==> config.mk <==
export PLATFORM = sky130hd
export DESIGN_NAME = tiocg_top
export DESIGN_NICKNAME = d
export VERILOG_FILES = /design/src/tiocg_pkg.sv /design/src/tiocg_top.sv
export SDC_FILE = /design/constraint.sdc
export NUM_CORES = 1
export LEC_CHECK = 0
export BUFFER_PORTS_ARGS = -buffer_cell sky130_fd_sc_hd__buf_2
export CAP_MARGIN = 5
export CORE_MARGIN = 3
export CORE_UTILIZATION = 56
export CTS_CLUSTER_DIAMETER = 80
export DETAILED_ROUTE_END_ITERATION = 6
export GPL_TIMING_DRIVEN = 0
export PLACE_DENSITY = 0.85
export REMOVE_ABC_BUFFERS = 1
export SLEW_MARGIN = 20
export SYNTH_ARGS = -nofsm -noshare
export SYNTH_HDL_FRONTEND = slang
export SYNTH_SLANG_ARGS = --single-unit
==> constraint.sdc <==
create_clock -name clk -period 3.3 [get_ports clk]
set_input_delay 0.99 -clock clk [delete_from_list [all_inputs] [get_ports clk]]
set_output_delay 0.99 -clock clk [all_outputs]
set_load 0.01 [all_outputs]
==> src/tiocg_pkg.sv <==
// ****************************************************************
// timer i/o configuration guard: shared constants and types
// ****************************************************************
package tiocg_pkg;

    // bus widths
    localparam int ADDR_W = 8;
    localparam int DATA_W = 32;

    // register byte offsets
    localparam logic [ADDR_W-1:0] OFS_CTL0 = 8'h00; // timer_control_0
    localparam logic [ADDR_W-1:0] OFS_CTL1 = 8'h04; // timer_control_1
    localparam logic [ADDR_W-1:0] OFS_OUTC = 8'h08; // output_control_reg
    localparam logic [ADDR_W-1:0] OFS_CAPE = 8'h0c; // capture_edge_reg
    localparam logic [ADDR_W-1:0] OFS_EVTR = 8'h10; // event_trigger_edge_reg
    localparam logic [ADDR_W-1:0] OFS_STAT = 8'h14; // guard status

    // channel counts
    localparam int N_OUT = 2;
    localparam int N_CAP = 4;

    // field positions
    localparam int CTL0_RUN_BIT = 0;
    localparam int CTL1_MODE_LSB = 0;
    localparam int CTL1_EEE_BIT = 5;
    localparam int OUTC_OE_LSB = 0;
    localparam int OUTC_OL_LSB = 2;
    localparam int CAPE_LSB = 0;
    localparam int EVTR_TRG_LSB = 0;
    localparam int EVTR_EVT_LSB = 2;
    localparam int STAT_ERR_BIT = 0;
    localparam int STAT_RUN_BIT = 1;

    // reset values
    localparam logic [2:0] MODE_RST = 3'h0;
    localparam logic [1:0] SEL_RST = 2'h0;
    localparam logic [7:0] CAPE_RST = 8'h00;
    localparam logic [DATA_W-1:0] RDATA_RST = 32'h0000_0000;

    // operating modes
    typedef enum logic [2:0] {
        MODE_INTERVAL    = 3'b000,
        MODE_EVENT_COUNT = 3'b001,
        MODE_EXT_TRIGGER = 3'b010,
        MODE_ONE_SHOT    = 3'b011,
        MODE_PWM         = 3'b100,
        MODE_FREE_RUN    = 3'b101,
        MODE_PULSE_WIDTH = 3'b110,
        MODE_RESERVED    = 3'b111
    } tiocg_mode_e;

    // edge selects
    typedef enum logic [1:0] {
        EDGE_NONE    = 2'b00,
        EDGE_RISING  = 2'b01,
        EDGE_FALLING = 2'b10,
        EDGE_BOTH    = 2'b11
    } tiocg_edge_e;

    // register port request
    typedef struct packed {
        logic [ADDR_W-1:0] addr;
        logic [DATA_W-1:0] wdata;
        logic              wr;
        logic              rd;
    } tiocg_bus_req_s;

endpackage

==> src/tiocg_top.sv <==
// The plain strobed port and the placing of the registers are this design's own decisions.
`timescale 1ns/1ps

// ****************************************************************
// timer i/o configuration guard
// ****************************************************************

module tiocg_top (
    input  wire logic                           clk,
    input  wire logic                           resetn,
    input  wire tiocg_pkg::tiocg_bus_req_s      bus_req,
    input  wire logic [tiocg_pkg::N_OUT-1:0]    out_toggle,
    input  wire logic [tiocg_pkg::N_CAP-1:0]    capture_in,
    input  wire logic                           event_in,
    input  wire logic                           trigger_in,
    output logic      [tiocg_pkg::DATA_W-1:0]   rdata,
    output logic      [tiocg_pkg::N_OUT-1:0]    timer_output_pin,
    output logic      [tiocg_pkg::N_CAP-1:0]    capture_strobe,
    output logic                                event_count_pulse,
    output logic                                trigger_pulse
);
    import tiocg_pkg::*;

    // ************************************************************
    // state record
    // ************************************************************

    typedef struct packed {
        logic              timer_run_enable;
        logic              external_event_input_enable;
        tiocg_mode_e       operating_mode_field;
        logic [N_OUT-1:0]  output_pin_enable;
        logic [N_OUT-1:0]  output_level_select;
        logic [7:0]        capture_edge_select;
        logic [1:0]        event_edge_select;   // hi, lo
        logic [1:0]        trigger_edge_select; // hi, lo
        logic              guard_err;
        logic [N_OUT-1:0]  out_phase;
        logic [N_CAP-1:0]  cap_s1;
        logic [N_CAP-1:0]  cap_s2;
        logic [N_CAP-1:0]  cap_prev;
        logic              evt_s1;
        logic              evt_s2;
        logic              evt_prev;
        logic              trg_s1;
        logic              trg_s2;
        logic              trg_prev;
        logic [DATA_W-1:0] rdata;
        logic [N_OUT-1:0]  pin;
        logic [N_CAP-1:0]  cap_strobe;
        logic              evt_pulse;
        logic              trg_pulse;
    } tiocg_state_s;

    tiocg_state_s s_q;
    tiocg_state_s s_d;

    // ************************************************************
    // helpers
    // ************************************************************

    // edge detector against a selected polarity
    function automatic logic edge_hit(input logic [1:0] sel, input logic prev,
                                      input logic cur);
        logic rise;
        logic fall;
        rise = cur & ~prev;
        fall = prev & ~cur;
        case (sel)
            EDGE_RISING:  edge_hit = rise;
            EDGE_FALLING: edge_hit = fall;
            EDGE_BOTH:    edge_hit = rise | fall;
            default:      edge_hit = 1'b0;
        endcase
    endfunction

    // decoded write to one register
    function automatic logic wr_at(input tiocg_bus_req_s r, input logic [ADDR_W-1:0] ofs);
        wr_at = r.wr && (r.addr == ofs);
    endfunction

    logic       cap_mode_ok;
    logic       evt_sel_ok;
    logic       trg_sel_ok;
    logic [7:0] wr_byte;

    assign cap_mode_ok = (s_q.operating_mode_field == MODE_FREE_RUN) ||
                         (s_q.operating_mode_field == MODE_PULSE_WIDTH);
    assign evt_sel_ok = s_q.external_event_input_enable ||
                        (s_q.operating_mode_field == MODE_EVENT_COUNT);
    assign trg_sel_ok = (s_q.operating_mode_field == MODE_EXT_TRIGGER) ||
                        (s_q.operating_mode_field == MODE_ONE_SHOT);
    assign wr_byte = bus_req.wdata[7:0];

    // ************************************************************
    // next state
    // ************************************************************

    always_comb begin
        logic changed;
        logic [1:0] cap_sel;
        changed = 1'b0;
        cap_sel = 2'b00;
        s_d = s_q;

        // pin synchronisers, first stage read only by second
        s_d.cap_s1   = capture_in;
        s_d.cap_s2   = s_q.cap_s1;
        s_d.cap_prev = s_q.cap_s2;
        s_d.evt_s1   = event_in;
        s_d.evt_s2   = s_q.evt_s1;
        s_d.evt_prev = s_q.evt_s2;
        s_d.trg_s1   = trigger_in;
        s_d.trg_s2   = s_q.trg_s1;
        s_d.trg_prev = s_q.trg_s2;

        // register writes
        if (wr_at(bus_req, OFS_CTL0)) begin
            s_d.timer_run_enable = wr_byte[CTL0_RUN_BIT];
        end
        if (wr_at(bus_req, OFS_CTL1)) begin
            // mode or enable changed while running
            changed = (wr_byte[CTL1_MODE_LSB +: 3] != s_q.operating_mode_field) ||
                      (wr_byte[CTL1_EEE_BIT] != s_q.external_event_input_enable);
            s_d.operating_mode_field        = tiocg_mode_e'(wr_byte[CTL1_MODE_LSB +: 3]);
            s_d.external_event_input_enable = wr_byte[CTL1_EEE_BIT];
        end
        if (wr_at(bus_req, OFS_OUTC)) begin
            changed = (wr_byte[OUTC_OE_LSB +: N_OUT] != s_q.output_pin_enable) ||
                      (wr_byte[OUTC_OL_LSB +: N_OUT] != s_q.output_level_select);
            s_d.output_pin_enable   = wr_byte[OUTC_OE_LSB +: N_OUT];
            s_d.output_level_select = wr_byte[OUTC_OL_LSB +: N_OUT];
        end
        if (wr_at(bus_req, OFS_CAPE)) begin
            changed = (wr_byte != s_q.capture_edge_select);
            s_d.capture_edge_select = wr_byte;
        end
        if (wr_at(bus_req, OFS_EVTR)) begin
            // event or trigger edges changed while running
            changed = (wr_byte[EVTR_EVT_LSB +: 2] != s_q.event_edge_select) ||
                      (wr_byte[EVTR_TRG_LSB +: 2] != s_q.trigger_edge_select);
            s_d.event_edge_select   = wr_byte[EVTR_EVT_LSB +: 2];
            s_d.trigger_edge_select = wr_byte[EVTR_TRG_LSB +: 2];
        end

        // sticky flag, set only on a real change while running
        if (wr_at(bus_req, OFS_STAT) && wr_byte[STAT_ERR_BIT]) begin
            s_d.guard_err = 1'b0;
        end
        if (changed && s_q.timer_run_enable) begin
            s_d.guard_err = 1'b1;
        end

        // output phase toggles only while running and enabled
        if (!s_q.timer_run_enable) begin
            s_d.out_phase = '0;
        end else begin
            s_d.out_phase = s_q.out_phase ^ (out_toggle & s_q.output_pin_enable);
        end

        // pin tracks level select, idle or not
        s_d.pin = s_d.output_level_select ^ (s_d.out_phase & s_d.output_pin_enable);

        // captures honour edges only in capture modes
        for (int i = 0; i < N_CAP; i++) begin
            cap_sel = s_q.capture_edge_select[2*i +: 2];
            s_d.cap_strobe[i] = s_q.timer_run_enable && cap_mode_ok &&
                                edge_hit(cap_sel, s_q.cap_prev[i], s_q.cap_s2[i]);
        end

        s_d.evt_pulse = s_q.timer_run_enable && evt_sel_ok &&
                        edge_hit(s_q.event_edge_select, s_q.evt_prev, s_q.evt_s2);
        s_d.trg_pulse = s_q.timer_run_enable && trg_sel_ok &&
                        edge_hit(s_q.trigger_edge_select, s_q.trg_prev, s_q.trg_s2);

        // read data stands one cycle after the strobe only
        s_d.rdata = RDATA_RST;
        if (bus_req.rd) begin
            case (bus_req.addr)
                OFS_CTL0: s_d.rdata[CTL0_RUN_BIT] = s_q.timer_run_enable;
                OFS_CTL1: begin
                    s_d.rdata[CTL1_MODE_LSB +: 3] = s_q.operating_mode_field;
                    s_d.rdata[CTL1_EEE_BIT]       = s_q.external_event_input_enable;
                end
                OFS_OUTC: begin
                    s_d.rdata[OUTC_OE_LSB +: N_OUT] = s_q.output_pin_enable;
                    s_d.rdata[OUTC_OL_LSB +: N_OUT] = s_q.output_level_select;
                end
                OFS_CAPE: s_d.rdata[CAPE_LSB +: 8] = s_q.capture_edge_select;
                OFS_EVTR: begin
                    s_d.rdata[EVTR_EVT_LSB +: 2] = s_q.event_edge_select;
                    s_d.rdata[EVTR_TRG_LSB +: 2] = s_q.trigger_edge_select;
                end
                OFS_STAT: begin
                    s_d.rdata[STAT_ERR_BIT] = s_q.guard_err;
                    s_d.rdata[STAT_RUN_BIT] = s_q.timer_run_enable;
                end
                default: s_d.rdata = RDATA_RST; // unmapped reads zero
            endcase
        end
    end

    // ************************************************************
    // state register
    // ************************************************************

    always_ff @(posedge clk or negedge resetn) begin
        if (!resetn) begin
            s_q <= '0;
            s_q.operating_mode_field <= tiocg_mode_e'(MODE_RST);
            s_q.capture_edge_select  <= CAPE_RST;
            s_q.event_edge_select    <= SEL_RST;
            s_q.trigger_edge_select  <= SEL_RST;
            s_q.rdata                <= RDATA_RST;
        end else begin
            s_q <= s_d;
        end
    end

    // outputs straight from flops
    assign rdata             = s_q.rdata;
    assign timer_output_pin  = s_q.pin;
    assign capture_strobe    = s_q.cap_strobe;
    assign event_count_pulse = s_q.evt_pulse;
    assign trigger_pulse     = s_q.trg_pulse;
endmodule // tiocg_top

Word-level counts from Yosys, hierarchy flattened
Cells that the tools add are included.
Widths: inputs -> output; s select.
{ "word_totals": {"register_bits": 82, "word_cells": 140, "output_inout_bits": 40, "inputBits": 52} }
{ "classes": {"bitwise": 34, "n_mux": 22, "n_reduce_logical": 25, "eq_ne": 35} }
{ "ops": {"columns": ["operator", "count"], "rows": [
  ["$eq 2x2->1 const B", 12],
  ["$pmux 1 s3", 7],
  ["$logic_and 1x1->1", 17],
  ["$eq 8x4->1 const B", 2],
  ["$eq 8x5->1 const B", 2],
  ["$and 1x1->1", 12],
  ["$eq 2x1->1 const B", 6],
  ["$not 1->1", 12],
  ["$eq 8x3->1 const B", 1],
  ["$logic_not 8->1", 1],
  ["$mux 8", 1],
  ["$ne 2x2->1", 4],
  ["$ne 8x8->1", 1],
  ["$mux 1", 7],
  ["$eq 3x2->1 const B", 2],
  ["$eq 3x3->1 const B", 2],
  ["$logic_or 1x1->1", 6],
  ["$or 1x1->1", 6],
  ["$pmux 1 s6", 1],
  ["$pmux 1 s5", 1],
  ["$and 2x2->2", 2],
  ["$mux 2", 2],
  ["$mux 4", 1],
  ["$pmux 1 s4", 1],
  ["6 further kinds", 7]
]} }

Logic depth before layout (Yosys ltp)
Gate-level depths: netlist of run 1.
{ "depth": {"ltp_word": 8, "ltp_mapped": 7, "ltp_nobuf": 6} }

Least setup slack after synthesis of run 1
Ideal clock, no wire load.
{ "synth_path": {"kind": "input -> register", "from": "in bus_req[38] (netlist bit)", "to": "reg s_q[74] (netlist bit)", "setup_time_ns": 0.125, "cell_stages": 6, "path_buffers": 2, "t_arrival_ns": 2.225, "slack_ns": 0.950, "cell_sequence": "buf_6 -> nor4_4 -> and3b_1 -> buf_6 -> nand3_4 -> mux2_4"} }
{ "synth_rtl": {"columns": ["item", "line_no", "rtl"], "rows": [
  ["from (decl)", "tiocg_top.sv:11", "input wire tiocg_pkg::tiocg_bus_req_s bus_req,"],
  ["to (decl)", "tiocg_top.sv:55", "tiocg_state_s s_q;"]
]} }

Worst setup path in the final report of run 1
{ "layout_path": {"from": "in bus_req[35] (netlist bit)", "to": "reg s_q[60] (netlist bit)"} }
{ "layout_between": {"elab_chain_cells": 8} }
{ "layout_lines": {"columns": ["item", "line_no", "rtl"], "rows": [
  ["$eq 8x3->1", "tiocg_top.sv:79", "wr_at = r.wr && (r.addr == ofs);"],
  ["$logic_and 1x1->1", "tiocg_top.sv:79", null],
  ["$mux 1", "tiocg_top.sv:121", "if (wr_at(bus_req, OFS_CTL1)) begin"],
  ["$mux 1", "tiocg_top.sv:128", "if (wr_at(bus_req, OFS_OUTC)) begin"],
  ["$mux 1", "tiocg_top.sv:134", "if (wr_at(bus_req, OFS_CAPE)) begin"],
  ["$mux 1", "tiocg_top.sv:138", "if (wr_at(bus_req, OFS_EVTR)) begin"],
  ["$logic_and 1x1->1", "tiocg_top.sv:150", "if (changed && s_q.timer_run_enable) begin"],
  ["$mux 1 / $reduce_bool 2->1 (equally long branches)", null, null]
]} }
Several ways; a longest one is shown, not always the timed one.
A chain may end at the register's enable or synchronous reset.

==> metrics.txt, run 1 <==
run status=finished, final reports clean; synthesized-area fraction occupied by ao, oa, aoi and oai cells=6.23%; antenna-violating nets left=0; Worst Setup SP=bus_req[35]; Synth Instances=289; maximum buffer depth of the clock tree=2; clk_lat worst skew=between 300 and 400 ps; nature of the critical path endpoint=flip-flop; final count of hold timing violations=0; dominant combinational cell family by area after synthesis=buffers and inverters; crit path capture=s_q[60]; startpoint class of the critical path=input pin; count of non-filler cells in the finished layout=391; R2R Path Start=s_q[72]; crit path setup slack, layout=679 ps; peak fanout along the critical path=13; worst-margin pin slew=943 ps; utilization after layout=64.0%; number of sinks on the clock net=58; number of standard-cell rows in the floorplan=26; area post-placement=3200 sq um; capture point of the worst reg-to-reg path=s_q[60]; die extent in y=81.3 microns; maximum frequency from static timing analysis=382 MHz; Final Setup Violations=0; Worst Setup Slack post-DPL=around 370 ps; Switching Fraction=24.6%; R2R cell count=5; Clock H-tree levels=3; RSZ-0062 raised after global routing=no; Clock transition at path regs=around 60 ps; share of synthesized cell area in and, or, nand and nor gates=roughly 11%; post-synth cell types=42; final cell area excluding filler cells=around 3400 sq um; number of diodes added for antenna fixing=0; count of nets after finishing=between 300 and 400; TritonCTS clock tree=yes; cell depth of the worst hold path=0; die area=around 6600 sq um; first-pass iteration count of the detailed router=5; final estimated routing congestion in global placement=about 0.87; adder and majority gate portion of the synthesized area=between 4 and 5%; number of global-route vias before repair=1918; synthesized area per cell=roughly 11 sq um; area inside the core boundary=5300 sq um; final-layout setup total negative slack=0 ps; number of maximum-capacitance violations=0; initial core utilization=59.9%; aggregate global routing overflow=0; total standard cell area after synthesis=3170 sq um; routed wire length per instance=15.1 microns; layout cells sized above 1=27.7%; signal arrival time at the worst endpoint=2860 ps; final period demand of the worst path=2620 ps; Root Buffer=sky130_fd_sc_hd__clkbuf_8; total power density per cell area=about 450 nW/um^2; first-pass GRT wire length=between 9000 and 10000 microns; port bufs=43; combinational power share=a little under a tenth; IR drop worst, VDD=between 0.3 and 0.4 mV; multiplexer area fraction after synthesis=11.4%; setup slack, reg-to-reg=between 1500 and 2000 ps; internal power=1.14 mW; net load switching power=~370 uW; worst-case headroom to the max-slew limit=between 30% and 40%; synth warn=0; share of flip-flops with an asynchronous set or reset after synthesis=100%; DRC violations left=0; leak pwr=1.74 nW; power consumption=1.51 mW; share of total power in the clock network=40.2%; Critical Path RT=approximately 3500 ps; area grow syn2layout=6.90%; Fin Clk Skew=8.13 ps; maximum number of pins on one net before global-route repair=59; Iteration-0 DRC Markers=216; worst hold slack across all endpoints=349 ps; sequential share of power=50.5%; I/O pin total=92; initial antenna violation count=0; estimated wirelength of the detail-placed design=4260 microns; Resized Gates After CTS=0; total placed cells including tap cells=around 380; proportion of synthesized chip area in sequential cells=45.7%; Post-synth top flop=sky130_fd_sc_hd__dfrtp_1; number of max-slew violations in the final report=0; width of the die=81.3 microns; final period utilization=79.4%; path category of the worst min-delay check=flip-flop to flip-flop; Layout fillers=431; vias=2078; average vias per placed instance=5.31; overall routing resource usage=about a fifth; xor-xnor portion of the synthesized cell area=between 7 and 8%; number of buffers created by CTS=9; post-synthesis sequential element count=58; quantity of hold-fixing buffers added after cts=0; Crit Path Class=input pin to flip-flop; Setup Buffers After CTS=0; number of flops mapped to enable cells by yosys=0; routed wire length=5920 microns
-- cell usage after synthesis, types with 2 or more instances --
library cell | number | area, sq um
sky130_fd_sc_hd__dfrtp_1 | 58 | 1450
sky130_fd_sc_hd__buf_4 | 38 | 285
sky130_fd_sc_hd__inv_1 | 19 | 71.3
sky130_fd_sc_hd__mux2_2 | 18 | 203
sky130_fd_sc_hd__nor2_1 | 15 | 56.3
sky130_fd_sc_hd__nand2_1 | 14 | 52.6
sky130_fd_sc_hd__a21oi_1 | 13 | 65.1
sky130_fd_sc_hd__xnor2_1 | 13 | 114
sky130_fd_sc_hd__xor2_1 | 13 | 114
sky130_fd_sc_hd__ha_1 | 12 | 150
sky130_fd_sc_hd__mux2i_1 | 10 | 100
sky130_fd_sc_hd__clkbuf_1 | 5 | 18.8
sky130_fd_sc_hd__nand3_1 | 5 | 25.0
sky130_fd_sc_hd__nand4_1 | 5 | 31.3
sky130_fd_sc_hd__a32oi_1 | 4 | 35.0
sky130_fd_sc_hd__mux2_4 | 4 | 60.1
sky130_fd_sc_hd__nor3_1 | 4 | 20.0
sky130_fd_sc_hd__o21ai_0 | 4 | 20.0
sky130_fd_sc_hd__and3_1 | 3 | 18.8
sky130_fd_sc_hd__buf_6 | 3 | 33.8
sky130_fd_sc_hd__nor4_1 | 3 | 18.8
sky130_fd_sc_hd__a21bo_2 | 2 | 20.0
sky130_fd_sc_hd__and2_1 | 2 | 12.5
sky130_fd_sc_hd__and3_2 | 2 | 15.0
sky130_fd_sc_hd__buf_2 | 2 | 10.0
sky130_fd_sc_hd__nand3b_1 | 2 | 15.0
-- sequential cells by signal, summed over array words and instances, names as in the netlist --
register	count
timer_output_pin	2
rdata	8
s_d	12
trigger_pulse	1
s_q	30
capture_strobe	4
event_count_pulse	1
-- power by group through the flow --
stage	Sequential [mW]	Clock [mW]	Combinational (mW)
floorplan	0.769	0	0.0764
global placement	0.774	0	0.134
detailed placement	0.777	0	0.140
CTS	0.763	0.625	0.141
global route	0.767	0.654	0.158
finish	0.764	0.609	0.140
-- cell usage in the layout, fill, tap and decap left out, types with 3 or more instances in the layout --
cell / n
sky130_fd_sc_hd__dfrtp_1: 58
sky130_fd_sc_hd__conb_1: 24
sky130_fd_sc_hd__nor2_1: 15
sky130_fd_sc_hd__nand3_1: 5
sky130_fd_sc_hd__mux2_2: 18
sky130_fd_sc_hd__a32oi_1: 4
sky130_fd_sc_hd__mux2_4: 4
sky130_fd_sc_hd__nor4_1: 3
sky130_fd_sc_hd__nand4_1: 5
sky130_fd_sc_hd__a21oi_1: 13
sky130_fd_sc_hd__buf_2: 42
sky130_fd_sc_hd__ha_1: 12
sky130_fd_sc_hd__nor3_1: 4
sky130_fd_sc_hd__xnor2_1: 13
sky130_fd_sc_hd__inv_1: 19
sky130_fd_sc_hd__mux2i_1: 10
sky130_fd_sc_hd__o21ai_0: 4
sky130_fd_sc_hd__and3_1: 3
sky130_fd_sc_hd__clkbuf_8: 13
sky130_fd_sc_hd__nand2_1: 14
sky130_fd_sc_hd__xor2_1: 13
-- cell type report --
type | count | area [sq um] | share of cell area, %
tap | 70 | 87.6 | 2.58
multi-input combinational | 186 | 1380 | 40.6
clock inverter | 2 | 10.0 | 0.295
sequential | 58 | 1450 | 42.8
inverter | 19 | 71.3 | 2.10
clock buffer | 13 | 179 | 5.27
timing repair buffer | 43 | 218 | 6.42
-- worst min-delay path by stage --
stage	to	start	slack (ps)
2_1_floorplan	s_d[40]	s_d[41]	330
3_3_place_gp	s_d[49]	s_d[53]	330
5_1_grt	s_d[48]	s_d[52]	360
3_5_place_dp	s_d[46]	s_d[50]	330
4_1_cts	s_d[46]	s_d[50]	350
6_report	s_d[46]	s_d[50]	350
-- metal layers --
| layer | share of wire (%) | wire [microns] | GRT usage, % |
|---|---|---|---|
| met1 | 44 | 2590 | 25.3 |
| met2 | 49 | 2900 | 31.8 |
| met3 | 5.4 | 319 | 3.99 |
| met4 | 1.9 | 112 | 8.95 |
| met5 | 0 | 0 | 0 |
-- cells by family (layout without fill, tap and decap cells) --
logic type | count (synthesis) | in the layout
compound gates | 30 | 30
xor+xnor | 26 | 26
fa+ha+maj | 12 | 12
buf+inv | 68 | 77
flops | 58 | 58
mux | 32 | 32
other cells | 1 | 24
simple gates | 62 | 62
-- critical path, cell delays in order --
cell                       delay [ps]
sky130_fd_sc_hd__buf_2            120
sky130_fd_sc_hd__nor2_1           720
sky130_fd_sc_hd__nand4_2          440
sky130_fd_sc_hd__a21oi_1          270
sky130_fd_sc_hd__a311oi_1          90
sky130_fd_sc_hd__o21ai_0          220
Note: power is estimated with default switching activity, not from simulation.
==> run 2, diff against run 1 <==
--- a/config.mk
+++ b/config.mk
@@ -5,14 +5,15 @@
 export SDC_FILE = /design/constraint.sdc
 export NUM_CORES = 1
 export LEC_CHECK = 0
+export ABC_AREA = 1
 export BUFFER_PORTS_ARGS = -buffer_cell sky130_fd_sc_hd__buf_2
 export CAP_MARGIN = 5
 export CORE_MARGIN = 3
-export CORE_UTILIZATION = 56
+export CORE_UTILIZATION = 47
 export CTS_CLUSTER_DIAMETER = 80
 export DETAILED_ROUTE_END_ITERATION = 6
 export GPL_TIMING_DRIVEN = 0
-export PLACE_DENSITY = 0.85
+export PLACE_DENSITY = 0.76
 export REMOVE_ABC_BUFFERS = 1
 export SLEW_MARGIN = 20
 export SYNTH_ARGS = -nofsm -noshare
==> constraint.sdc (replaced) <==
create_clock -name clk -period 2.3 [get_ports clk]
set_input_delay 0.69 -clock clk [delete_from_list [all_inputs] [get_ports clk]]
set_output_delay 0.69 -clock clk [all_outputs]
set_load 0.01 [all_outputs]
==> metrics.txt, run 2 <==
share of flip-flops with an asynchronous set or reset after synthesis=100% (unchanged); dominant combinational cell family by area after synthesis=simple AND/OR/NAND/NOR gates; die area=7820 sq um (+18%); aggregate global routing overflow=0 (unchanged); final-layout setup total negative slack=0 ps (unchanged); average vias per placed instance=4.75 (-11%); final count of hold timing violations=0 (unchanged); TritonCTS clock tree=yes; detailed route wirelength on metal3=355 microns (+11%); Synth Instances=371 (+28%); total placed cells including tap cells=470 (+25%); final estimated routing congestion in global placement=0.870 (-0.32%); final period demand of the worst path=1540 ps; quantity of hold-fixing buffers added after cts=0 (unchanged); total standard cell area after synthesis=3200 sq um (+0.67%); area inside the core boundary=6460 sq um (+22%); IR drop worst, VDD=0.337 mV (-1.1%); count of nets after finishing=468 (+23%); Critical Path RT=2520 ps (-1020 ps); worst-margin pin slew=720 ps (-223 ps); RSZ-0062 raised after global routing=no; number of diodes added for antenna fixing=0 (unchanged); routed wire length per instance=12.4 microns (-18%); I/O pin total=92 (unchanged); maximum frequency from static timing analysis=648 MHz; initial core utilization=49.5% (-10 points); number of sinks on the clock net=58 (unchanged); proportion of synthesized chip area in sequential cells=45.4% (-0.30 points); length of routed wiring on met1=2690 microns (+3.9%); number of buffers created by CTS=9 (unchanged); synthesized-area fraction occupied by ao, oa, aoi and oai cells=9.32% (+3.1 points); most frequent cells after synthesis=80 x sky130_fd_sc_hd__nand2_1, 58 x sky130_fd_sc_hd__dfrtp_1, 50 x sky130_fd_sc_hd__inv_1; startpoint class of the critical path=input pin; number of max-slew violations in the final report=0 (unchanged); layout cells sized above 1=19.4% (-8.4 points); Setup Buffers After CTS=0 (unchanged); antenna-violating nets left=0 (unchanged); run status=finished, final reports clean; Fin Clk Skew=4.05 ps (-4.08 ps); first-pass iteration count of the detailed router=4 (-1); flip-flop count of the largest register, all copies and words added=30 (unchanged); multiplexer area fraction after synthesis=0% (-11 points); total power density per cell area=655 nW/um^2 (+47%); Iteration-0 DRC Markers=152 (-30%); maximum number of pins on one net before global-route repair=59 (unchanged); power consumption=2.26 mW (+49%); area of combinational cells with multiple inputs=1290 sq um (-6.1%); maximum buffer depth of the clock tree=2 (unchanged); capture point of the worst reg-to-reg path=s_q[60]; cell accounting for the most synthesized area=sky130_fd_sc_hd__dfrtp_1; R2R cell count=10 (+5); Clock H-tree levels=3 (unchanged); die extent in y=88.5 microns (+8.8%); Crit Path Class=input pin to flip-flop; number of standard-cell rows in the floorplan=29 (+12%); vias=2305 (+11%); xor-xnor portion of the synthesized cell area=4.11% (-3.1 points); peak fanout along the critical path=6 (-7); area grow syn2layout=7.95%; nature of the critical path endpoint=flip-flop; Root Buffer=sky130_fd_sc_hd__clkbuf_8; max layer used=met4; utilization after layout=53.4% (-11 points); Layout fillers=597 (+39%); post-synth cell types=34 (-19%); crit path capture=s_q[60]; top-area cell type share of the netlist area=45.4% (-0.30 points); path category of the worst min-delay check=flip-flop to flip-flop; R2R Path Start=s_q[71]; cell with the most instances after synthesis=sky130_fd_sc_hd__nand2_1; Clock transition at path regs=60 ps (about the same); Post-synth top flop=sky130_fd_sc_hd__dfrtp_1; DRC violations left=0 (unchanged); post-synthesis sequential element count=58 (unchanged); routed wire length=6000 microns (+1.4%); overall routing resource usage=16.9% (-2.7 points); number of global-route vias before repair=2169 (+13%); commonest cells after routing, fill and taps aside=80 x sky130_fd_sc_hd__nand2_1, 58 x sky130_fd_sc_hd__dfrtp_1, 50 x sky130_fd_sc_hd__inv_1, 42 x sky130_fd_sc_hd__buf_2, 25 x sky130_fd_sc_hd__o21ai_0; final period utilization=67.1%; adder and majority gate portion of the synthesized area=4.70% (-0.031 points); first-pass GRT wire length=10000 microns (+4.7%); initial antenna violation count=0 (unchanged); Met2 Routed Length=2860 microns (-1.2%); Worst Setup SP=bus_req[41]; setup slack, reg-to-reg=930 ps (-750 ps); Most flops, register=s_q; share of synthesized cell area in and, or, nand and nor gates=19.5% (+8.5 points); count of non-filler cells in the finished layout=485 (+24%); worst hold slack across all endpoints=349 ps (-0.0970 ps); Final Setup Violations=0 (unchanged); signal arrival time at the worst endpoint=1760 ps (-1100 ps); Resized Gates After CTS=0 (unchanged); port bufs=43 (unchanged); leak pwr=1.87 nW (+7.6%); clk_lat worst skew=330 ps (about the same); synth warn=0 (unchanged); number of flops mapped to enable cells by yosys=0 (unchanged); estimated wirelength of the detail-placed design=4550 microns (+6.9%); synthesized area per cell=8.61 sq um (-22%); most area-consuming cells after synthesis=sky130_fd_sc_hd__dfrtp_1 45%, sky130_fd_sc_hd__nand2_1 9.4%, sky130_fd_sc_hd__buf_4 8.9%, sky130_fd_sc_hd__inv_1 5.9%, sky130_fd_sc_hd__ha_1 4.7%; area taken by flip-flops and latches=1450 sq um (unchanged); worst-case headroom to the max-slew limit=52.0% (+15 points); most frequent standard cell in the layout excluding fill and tap cells=sky130_fd_sc_hd__nand2_1; number of maximum-capacitance violations=0 (unchanged); width of the die=88.5 microns (+8.8%)
-- run 2: worst min path at each step --
stage	start	end	slack, ps	cells after the start
finish	s_d[44]	s_d[43]	350	0
global route	s_d[50]	s_d[46]	350	0
CTS	s_d[50]	s_d[46]	350	0
detailed placement	s_d[50]	s_d[46]	340	0
global placement	s_d[53]	s_d[49]	330	0
floorplan	s_d[41]	s_d[40]	330	0
-- run 2: cells by family (layout without fill, tap and decap cells) --
group | after synthesis | count (layout)
AOI/OAI and AO/OA | 54 | 54
xor gates and xnor gates | 15 | 15
buffers and inverters | 99 | 113
other | 1 | 24
DFF | 58 | 58
and+or+nand+nor | 132 | 132
adders and majority gates | 12 | 12
-- run 2: cell type report --
cell class              count  share of cell area [%]
well taps                  77                    2.79
repair buffers             43                    6.31
clock buffers              12                    4.21
multi-input cells         237                    37.5
flip-flops and latches     58                    42.1
clock inverters             3                    1.16
inverters                  55                    5.98
-- run 2: per-stage QoR --
stage / cell area [sq um] / setup WS, ps
3_5_place_dp: 3260 / 416
3_3_place_gp: 3260 / 422
2_1_floorplan: 2950 / 680
4_1_cts: 3450 / 765
6_report: 3450 / 757
5_1_grt: 3450 / 634
-- run 2: power by group --
group	switching (mW)	total [mW]	internal, mW
Clock	0.386	0.907	0.521
Combinational	0.161	0.246	0.0851
Sequential	0.0397	1.11	1.07
-- run 2: metal layers --
metal,track usage [%],vias up
met5,0,-
met4,6.18,0
met3,4.56,10
met2,27.2,67
met1,21.9,1076
li1,-,1152
-- run 2: critical path, cell delays in order --
cell	delay, ps
sky130_fd_sc_hd__buf_2	100
sky130_fd_sc_hd__nor2_2	150
sky130_fd_sc_hd__nand2_1	110
sky130_fd_sc_hd__nor2_4	120
sky130_fd_sc_hd__nand2_2	120
sky130_fd_sc_hd__nor2_4	160
sky130_fd_sc_hd__nand2_1	70
sky130_fd_sc_hd__nand2_1	60
sky130_fd_sc_hd__o21bai_1	120
sky130_fd_sc_hd__nand2_1	60
==> run 3, diff against run 2 <==
--- a/config.mk
+++ b/config.mk
@@ -5,15 +5,15 @@
 export SDC_FILE = /design/constraint.sdc
 export NUM_CORES = 1
 export LEC_CHECK = 0
-export ABC_AREA = 1
+export ABC_AREA = 0
 export BUFFER_PORTS_ARGS = -buffer_cell sky130_fd_sc_hd__buf_2
 export CAP_MARGIN = 5
 export CORE_MARGIN = 3
-export CORE_UTILIZATION = 47
+export CORE_UTILIZATION = 52
 export CTS_CLUSTER_DIAMETER = 80
 export DETAILED_ROUTE_END_ITERATION = 6
 export GPL_TIMING_DRIVEN = 0
-export PLACE_DENSITY = 0.76
+export PLACE_DENSITY = 0.8
 export REMOVE_ABC_BUFFERS = 1
 export SLEW_MARGIN = 20
 export SYNTH_ARGS = -nofsm -noshare
==> constraint.sdc (replaced) <==
create_clock -name clk -period 1.5 [get_ports clk]
set_input_delay 0.45 -clock clk [delete_from_list [all_inputs] [get_ports clk]]
set_output_delay 0.45 -clock clk [all_outputs]
set_load 0.01 [all_outputs]
==> metrics.txt, run 3 (same netlist as run 1, synthesis figures left out) <==
TritonCTS clock tree=yes; Most flops, register=s_q; total placed cells including tap cells=378 (-20%); aggregate global routing overflow=0 (unchanged); setup slack, reg-to-reg=-10 ps (-940 ps); Layout fillers=457 (-23%); area taken by flip-flops and latches=1460 sq um (+0.26%); Switching Fraction=24.2% (-1.7 points); share of total power in the clock network=42.3% (+2.2 points); R2R cell count=5 (-5); Root Buffer=sky130_fd_sc_hd__clkbuf_8; number of maximum-capacitance violations=0 (unchanged); area of combinational cells with multiple inputs=1450 sq um (+12%); quantity of hold-fixing buffers added after cts=0 (unchanged); count of nets after finishing=388 (-17%); leak pwr=1.79 nW (-4.4%); signal arrival time at the worst endpoint=1750 ps (about the same); Worst Setup Slack post-DPL=-864 ps (-1280 ps); Fin Clk Skew=9.01 ps (+4.96 ps); count of non-filler cells in the finished layout=400 (-18%); port bufs=43 (unchanged); final period demand of the worst path=1530 ps; worst-case headroom to the max-slew limit=52.3% (+0.33 points); routed wire length=6220 microns (+3.6%); Clock transition at path regs=60 ps (about the same); Critical Path RT=1720 ps (-800 ps); overall routing resource usage=18.8% (+1.9 points); R2R Path Start=s_q[76]; number of diodes added for antenna fixing=0 (unchanged); first-pass iteration count of the detailed router=4 (unchanged); area inside the core boundary=5710 sq um (-12%); most frequent standard cell in the layout excluding fill and tap cells=sky130_fd_sc_hd__dfrtp_1; nature of the critical path endpoint=flip-flop; number of buffers created by CTS=9 (unchanged); number of max-slew violations in the final report=0 (unchanged); total power density per cell area=982 nW/um^2 (+50%); average vias per placed instance=5.21 (+9.7%); combinational power share=9.6% (-1.3 points); startpoint class of the critical path=input pin; peak fanout along the critical path=6 (unchanged); Clock H-tree levels=3 (unchanged); net load switching power=848 uW (+45%); initial core utilization=55.6% (+6.1 points); capture point of the worst reg-to-reg path=s_q[60]; I/O pin total=92 (unchanged); Iteration-0 DRC Markers=119 (-22%); number of global-route vias before repair=2084 (-3.9%); maximum number of pins on one net before global-route repair=59 (unchanged); vias=2085 (-9.5%); internal power=2.65 mW (+58%); flip-flop count of the largest register, all copies and words added=30 (unchanged); Worst Setup SP=bus_req[41]; width of the die=84.1 microns (-4.9%); worst-margin pin slew=715 ps (-4.88 ps); RSZ-0062 raised after global routing=yes; maximum frequency from static timing analysis=654 MHz; antenna-violating nets left=0 (unchanged); area grow syn2layout=12.2%; first-pass GRT wire length=10300 microns (+3.5%); maximum buffer depth of the clock tree=2 (unchanged); initial antenna violation count=0 (unchanged); routed wire length per instance=15.5 microns (+26%); clk_lat worst skew=330 ps (about the same); DRC violations left=0 (unchanged); layout cells sized above 1=32.9% (+14 points); final period utilization=102%; crit path capture=s_q[74]; run status=finished with violations; commonest cells after routing, fill and taps aside=55 x sky130_fd_sc_hd__dfrtp_1, 40 x sky130_fd_sc_hd__buf_2, 24 x sky130_fd_sc_hd__conb_1, 19 x sky130_fd_sc_hd__inv_1, 18 x sky130_fd_sc_hd__mux2_2; die extent in y=84.1 microns (-4.9%); sequential share of power=48.1% (-0.9 points); number of sinks on the clock net=58 (unchanged); number of standard-cell rows in the floorplan=27 (-6.9%); die area=7080 sq um (-9.5%); Crit Path Class=input pin to flip-flop; violations in the final reports=negative setup slack; path category of the worst min-delay check=input pin to asynchronous set/reset pin; crit path setup slack, layout=-29.2 ps (-787 ps); IR drop worst, VDD=0.481 mV (+43%); estimated wirelength of the detail-placed design=4310 microns (-5.3%); Final Setup Violations=5 (+5); final count of hold timing violations=0 (unchanged); final estimated routing congestion in global placement=0.920 (+5.7%)
-- run 3: cell types whose count changed in the layout (fill, tap and decap cells not counted), sizes merged, moves of 7 or more --
| cell | change |
|---|---|
| nand2 | -72 |
| inv | -35 |
| o21ai | -27 |
| mux2 | +22 |
| nor2 | -13 |
| mux2i | +10 |
| nand3 | -9 |
| buf | +7 |
-- run 3: final cells by class --
cell class | instances | share of cell area, %
Clock inverter | 2 | 0.984
Sequential cell | 58 | 40.9
Clock buffer | 13 | 4.74
Multi-Input combinational cell | 186 | 40.6
Tap cell | 72 | 2.53
Inverter | 19 | 2.00
Timing Repair Buffer | 50 | 8.26
-- run 3: timing repair --
item,4_1_cts,5_1_grt
endpoints found under the setup margin,27,21
buffers inserted,5,2
gates resized for setup,12,13
pin swaps,3,2
-- run 3: worst min-delay path by stage --
stage,cells past startpoint,end,slack [ps],from
3_3_place_gp,0,s_d[47],330,s_d[51]
2_1_floorplan,0,capture_strobe[0],150,resetn
3_5_place_dp,0,s_d[46],330,s_d[50]
6_report,1,s_d[51],170,resetn
4_1_cts,1,s_d[50],200,resetn
5_1_grt,1,s_d[41],200,trigger_in
-- run 3: worst max-delay path: stages --
cell and delay [ps]:
sky130_fd_sc_hd__buf_8 110, sky130_fd_sc_hd__nor4_4 300, sky130_fd_sc_hd__buf_4 160, sky130_fd_sc_hd__and3b_2 250
sky130_fd_sc_hd__nand3_4 150, sky130_fd_sc_hd__mux2_4 330
-- run 3: power by group through the flow --
| stage | combinational (mW) | sequential [mW] | clock [mW] |
|---|---|---|---|
| finish | 0.334 | 1.68 | 1.48 |
| global route | 0.371 | 1.69 | 1.60 |
| CTS | 0.324 | 1.68 | 1.52 |
| detailed placement | 0.307 | 1.71 | 0 |
| global placement | 0.294 | 1.70 | 0 |
| floorplan | 0.168 | 1.69 | 0 |
-- run 3: metal layers --
metal / up-vias / wire (microns) / track usage (%)
li1: 984 / - / -
met1: 1016 / 2590 / 23.2
met2: 75 / 3130 / 30.8
met3: 10 / 398 / 5.20
met4: 0 / 99 / 8.48
met5: - / 0 / 0
-- run 3: metrics by stage --
stage	hold slack, ps	total power [mW]	util [%]	TNS (ps)	instance area [sq um]
after floorplan	154	1.86	-	-5240	2900
after global placement	332	2.00	56.1	-23930	3200
after detailed placement	335	2.02	56.2	-18120	3210
after CTS	195	3.52	61.4	-27.2	3510
after global routing	203	3.66	62.4	-452	3560
final	168	3.50	62.4	-109	3560
